===== src/design/irq_enable_pkg.sv =====
// Constants for the interrupt enable bank, groups three and five
// Behaviour
// - A set enable bit lets its peripheral's event raise an interrupt request.
// - A clear enable bit blocks its peripheral's request even while the event is present.
// - Group three: charge-time bit 13, voltage-detect 8, checksum 3, serial errors 2 and 1.
// - Group five implements only bit 0, read/write low-power wake-up enable.
// - Group five bits 15 to 1 read as zero and ignore writes.
package irq_enable_pkg;

    localparam int          REG_W       = 16;
    localparam int          ADDR_W      = 4;
    localparam int          NUM_SOURCES = 6;

    // Register addresses on the register port
    localparam logic [3:0]  GROUP_THREE_ADDR = 4'h0;
    localparam logic [3:0]  WAKEUP_GROUP_ADDR = 4'h1;

    // Bit positions inside the registers
    localparam int          CHARGE_TIME_BIT     = 13;
    localparam int          VOLTAGE_DETECT_BIT  = 8;
    localparam int          CHECKSUM_BIT        = 3;
    localparam int          SECOND_SERIAL_BIT   = 2;
    localparam int          FIRST_SERIAL_BIT    = 1;
    localparam int          LOW_POWER_WAKEUP_BIT = 0;

    // Implemented bits of each register, enable reset value and idle read value
    localparam logic [15:0] GROUP_THREE_MASK = 16'h210E;
    localparam logic [15:0] WAKEUP_GROUP_MASK = 16'h0001;
    localparam logic [15:0] ENABLE_RESET     = 16'h0000;
    localparam logic [15:0] READ_IDLE        = 16'h0000;

    // Index of each source on the event and request vectors
    localparam int          SRC_CHARGE_TIME    = 0;
    localparam int          SRC_VOLTAGE_DETECT = 1;
    localparam int          SRC_CHECKSUM       = 2;
    localparam int          SRC_SECOND_SERIAL  = 3;
    localparam int          SRC_FIRST_SERIAL   = 4;
    localparam int          SRC_LOW_POWER_WAKE = 5;

    localparam logic [5:0]  REQUEST_RESET = 6'h00;

endpackage


===== src/design/irq_gate_if.sv =====
// Interface between the enable registers and the request gate
`timescale 1ns/1ps
interface irq_gate_if #(parameter int N = 6);
    logic [N-1:0] enable;
    logic [N-1:0] evt_in;
    logic [N-1:0] request;

    modport ctrl (output enable, output evt_in, input request);
    modport gate (input enable, input evt_in, output request);
endinterface


===== src/design/irq_enable_bank.sv =====
// Interrupt enable registers for groups three and five with request gating
`timescale 1ns/1ps
module irq_enable_bank
    import irq_enable_pkg::*;
(
    input  wire logic                   clk,
    input  wire logic                   rst_b,
    input  wire logic [ADDR_W-1:0]      reg_addr,
    input  wire logic [REG_W-1:0]       reg_wdata,
    input  wire logic                   reg_wr,
    input  wire logic                   reg_rd,
    output logic      [REG_W-1:0]       reg_rdata,
    input  wire logic [NUM_SOURCES-1:0] source_event,
    output logic      [NUM_SOURCES-1:0] irq_request
);

    typedef struct packed {
        logic [REG_W-1:0] group_three;
        logic [REG_W-1:0] wakeup_group;
        logic [REG_W-1:0] rdata;
    } bank_state_type;

    bank_state_type state_q;
    bank_state_type state_d;

    ////////////////////////////////////////////////////////////////////////////////
    // Register port

    always_comb begin
        state_d       = state_q;
        state_d.rdata = READ_IDLE;
        if (reg_wr && reg_addr == GROUP_THREE_ADDR) begin
            state_d.group_three = reg_wdata & GROUP_THREE_MASK;
        end else if (reg_wr && reg_addr == WAKEUP_GROUP_ADDR) begin
            state_d.wakeup_group = reg_wdata & WAKEUP_GROUP_MASK;
        end
        if (reg_rd && reg_addr == GROUP_THREE_ADDR) begin
            state_d.rdata = state_q.group_three;
        end else if (reg_rd && reg_addr == WAKEUP_GROUP_ADDR) begin
            state_d.rdata = state_q.wakeup_group;
        end
    end

    always_ff @(posedge clk) begin
        if (!rst_b) begin
            state_q.group_three  <= ENABLE_RESET;
            state_q.wakeup_group <= ENABLE_RESET;
            state_q.rdata        <= READ_IDLE;
        end else begin
            state_q <= state_d;
        end
    end

    assign reg_rdata = state_q.rdata;

    ////////////////////////////////////////////////////////////////////////////////
    // Request gating

    irq_gate_if #(.N(NUM_SOURCES)) gif ();

    always_comb begin
        gif.enable                     = REQUEST_RESET;
        gif.enable[SRC_CHARGE_TIME]    = state_q.group_three[CHARGE_TIME_BIT];
        gif.enable[SRC_VOLTAGE_DETECT] = state_q.group_three[VOLTAGE_DETECT_BIT];
        gif.enable[SRC_CHECKSUM]       = state_q.group_three[CHECKSUM_BIT];
        gif.enable[SRC_SECOND_SERIAL]  = state_q.group_three[SECOND_SERIAL_BIT];
        gif.enable[SRC_FIRST_SERIAL]   = state_q.group_three[FIRST_SERIAL_BIT];
        gif.enable[SRC_LOW_POWER_WAKE] = state_q.wakeup_group[LOW_POWER_WAKEUP_BIT];
    end

    assign gif.evt_in  = source_event;
    assign irq_request = gif.request;

    irq_request_gate u_gate (
        .clk   (clk),
        .rst_b (rst_b),
        .gif   (gif)
    );

    ////////////////////////////////////////////////////////////////////////////////
    // Checks

    charge_bit_write_a: assert property (
        @(posedge clk) disable iff (!rst_b)
        (reg_wr && reg_addr == GROUP_THREE_ADDR)
        |=> (state_q.group_three == ($past(reg_wdata) & GROUP_THREE_MASK)))
        else $error("group three did not take the written implemented bits");

    group_three_read_a: assert property (
        @(posedge clk) disable iff (!rst_b)
        (reg_rd && reg_addr == GROUP_THREE_ADDR)
        |=> ((reg_rdata & ~GROUP_THREE_MASK) == READ_IDLE))
        else $error("unimplemented group three bit read as one");

    wakeup_bit_write_a: assert property (
        @(posedge clk) disable iff (!rst_b)
        (reg_wr && reg_addr == WAKEUP_GROUP_ADDR) ##1 (reg_rd && reg_addr == WAKEUP_GROUP_ADDR)
        |=> (reg_rdata[LOW_POWER_WAKEUP_BIT] == $past(reg_wdata[LOW_POWER_WAKEUP_BIT], 2)))
        else $error("wake-up enable did not read back as written");

    wakeup_upper_zero_a: assert property (
        @(posedge clk) disable iff (!rst_b)
        (reg_rd && reg_addr == WAKEUP_GROUP_ADDR)
        |=> ((reg_rdata & ~WAKEUP_GROUP_MASK) == READ_IDLE))
        else $error("unimplemented wake-up group bit read as one");

    reset_clears_a: assert property (
        @(posedge clk)
        !rst_b |=> (state_q.group_three == ENABLE_RESET && state_q.wakeup_group == ENABLE_RESET))
        else $error("enable bits not cleared by reset");

endmodule


===== src/design/irq_request_gate.sv =====
// Gates peripheral events with their enable bits into registered requests
`timescale 1ns/1ps
module irq_request_gate
    import irq_enable_pkg::*;
(
    input  wire logic clk,
    input  wire logic rst_b,
    irq_gate_if.gate  gif
);

    typedef struct packed {
        logic [NUM_SOURCES-1:0] req;
    } gate_state_type;

    gate_state_type state_q;
    gate_state_type state_d;
    logic [NUM_SOURCES-1:0] allowed;
    logic [NUM_SOURCES-1:0] blocked;

    assign allowed = gif.enable & gif.evt_in;
    assign blocked = ~gif.enable;

    always_comb begin
        state_d     = state_q;
        state_d.req = allowed;
    end

    always_ff @(posedge clk) begin
        if (!rst_b) begin
            state_q.req <= REQUEST_RESET;
        end else begin
            state_q <= state_d;
        end
    end

    assign gif.request = state_q.req;

    request_passes_a: assert property (
        @(posedge clk) disable iff (!rst_b)
        (|allowed) |=> ((gif.request & $past(allowed)) == $past(allowed)))
        else $error("enabled event did not raise its request");

    request_blocked_a: assert property (
        @(posedge clk) disable iff (!rst_b)
        (|blocked) |=> ((gif.request & $past(blocked)) == REQUEST_RESET))
        else $error("request raised while its enable was clear");

endmodule


===== config.mk =====
export PLATFORM = sky130hd
export DESIGN_NAME = irq_enable_bank
export DESIGN_NICKNAME = d
export VERILOG_FILES = /design/src/design/irq_enable_pkg.sv /design/src/design/irq_gate_if.sv /design/src/design/irq_enable_bank.sv /design/src/design/irq_request_gate.sv
export SDC_FILE = /design/constraint.sdc
export NUM_CORES = 1
export LEC_CHECK = 0
export BUFFER_PORTS_ARGS = -buffer_cell sky130_fd_sc_hd__buf_4
export CELL_PAD_IN_SITES_DETAIL_PLACEMENT = 2
export CELL_PAD_IN_SITES_GLOBAL_PLACEMENT = 2
export CORE_ASPECT_RATIO = 0.75
export CORE_MARGIN = 3
export CORE_UTILIZATION = 20
export CTS_CLUSTER_DIAMETER = 50
export CTS_CLUSTER_SIZE = 10
export DETAILED_ROUTE_END_ITERATION = 8
export HOLD_SLACK_MARGIN = 0.03
export PLACE_DENSITY = 0.85
export SYNTH_ARGS = -nofsm -noshare
export SYNTH_HDL_FRONTEND = slang
export SYNTH_SLANG_ARGS = --single-unit

===== constraint.sdc =====
create_clock -name clk -period 1.15 [get_ports clk]
set_input_delay 0.1725 -clock clk [delete_from_list [all_inputs] [get_ports clk]]
set_output_delay 0.1725 -clock clk [all_outputs]
set_load 0.02 [all_outputs]

==> summary.txt <==
final hold vios: 0
vias in the first global route: 611
Required @ worst endpoint: 0.98 ns
die area: 4130 sq um
Post-Syn Instances: 68
drt wl/cell: 12.4 um
largest net degree at the start of global routing: 21
final setup skew: 0.000531 ns
global-route total usage across every layer: 8.66%
final setup fails: 0
maxcap violations: 0
register area share after synthesis: 53.1%
PortBufs: 31
peak supply drop: 0.300 mV
Synth Area per Inst: 9.97 sq um
CP top delay family: flip-flops
CTS tree: built
Crit. End Element: output pin
placer congestion estimate: 0.649
Critical-path top delay cell: dfxtp_1
Slew Limit Fails: 0
die width: 73.2 um
clk buf depth: 2
post-route ant nets: 0
class of the worst hold path: input port to flip-flop
CTS H-tree lvls: 1
post-synthesis cell type count: 14
Synth Warn #: 0
layout cells sized above 1: 43.0%
vias per cell: 3.99
Core Rows: 17
Area growth syn-to-layout: 41.9%
Post-CTS Setup Inserts: 0
Die Y: 56.4 um
CP Class: flip-flop to output pin
Fin Setup TNS: 0 ns
initial antenna violation count: 0
placed wire-length estimate: 1390 um
Detailed Routing Iterations Pass 1: 2
post-CTS sizing: 0
minimum clock period: 0.875 ns
pwr/cell area: 1290 nW/um^2
commonest non-fill, non-tap cells in the layout: 31 x buf_4, 18 x dfxtp_1, 13 x nand2_1
Final period util: 76.1%
arrival time at the worst endpoint: 0.70 ns
CP max stage delay: 0.32 ns
Synth Register Bits: 18
Initial Util: 22.0%
total grt overflow: 0
commonest non-fill, non-tap cell in the layout: buf_4
Root Driver: clkbuf_8
number of diodes: 0
leakage: 0.503 nW
CTS sink cnt: 18
core box area: 3080 sq um
Highest Clock Rate: 1140 MHz
detailed-route via count: 550
CTS Hold Buffers Added: 0
worst-path maximum fanout: 1
Residual DRC: 0
final std cells w/o fill: 138
placed insts: 134
synthesized cell area: 678 sq um
RSZ-0062 raised after global routing: false
clock latency on the worst-skew pair: 0.25 ns
clock-pin slew on the worst setup and hold paths: 0.06 ns
TritonCTS buffer count: 3
final WL: 1720 um
I/O Pins: 52
first-pass GRT wire length: 2770 um
CP cell instances: buf_4
NumNets Final: 131
Buf+Inv Stages, Crit Path: 1
DR iter-0 viols: 24
startpoint types: flip-flop
status: complete, no violations
[layout make-up]
cell class                 instances  area (sq um)
fill                             338          2120
sequential                        18           360
multi-input combinational         47           267
timing repair buffer              31           233
clock buffer                       4          55.1
tap                               38          47.5
[metal layers]
metal	global-route usage (%)	share of wire (%)	vias up
met2	15.7	49	27
li1	-	-	264
met1	9.03	39	257
met5	0	0	-
met3	3.04	11	2
met4	3.16	0.82	0
[per-stage QoR]
step           power [mW]  hold WS [ns]  instance area, sq um  utilization, %  worst slack, ns
6_report             1.24         0.157                   962            31.2            0.275
2_1_floorplan       0.720         0.291                   712               -            0.263
3_3_place_gp        0.750         0.408                   907            29.4           0.0580
3_5_place_dp        0.754         0.417                   907            29.4           0.0143
5_1_grt              1.30         0.152                   962            31.2            0.210
4_1_cts              1.27         0.150                   962            31.2            0.253
[worst paths after layout]
kind	depth (start not counted)	start	to	slack (ns)
setup / recovery	1	u_gate.gif.request[2]	irq_request[2]	0.27
hold reg to reg	2	gif.enable[5]	reg_rdata[0]	0.48
hold / removal	2	source_event[1]	u_gate.gif.request[1]	0.16
setup reg to reg	2	gif.enable[3]	gif.enable[3]	0.54
[worst register-to-register path: cells and delay by family (launching register included)]
family	cells	cell delay (ns)
and+or+nand+nor	1	0.06
DFF	1	0.36
muxes	1	0.13
[registers in the layout (all words and copies together) (netlist names)]
name	flops
gif.enable	6
reg_rdata	6
u_gate.gif.request	6
[synth_stat cells, drive strengths merged]
cell type | instances | share of area (%)
nand3 | 2 | 1.5
mux2i | 6 | 8.9
conb | 1 | 0.55
nor4 | 1 | 1.8
and2 | 5 | 5.5
nor2 | 1 | 0.55
nor3 | 1 | 0.74
dfxtp | 18 | 53
and3 | 7 | 6.6
nand2 | 14 | 8.1
buf | 12 | 13
[power breakdown]
part	internal [mW]	leakage (nW)	switching, mW	total, mW
Clock	0.304	0.0288	0.198	0.502
Combinational	0.0497	0.329	0.0618	0.111
Sequential	0.627	0.145	0.00221	0.629
[logic make-up after synthesis]
group | share of synthesized area (%)
AND/OR/NAND/NOR | 24.9
other | 0.553
flip-flops | 53.1
buffers and inverters | 12.5
multiplexers | 8.86
Power figures use the tool's default switching activity.
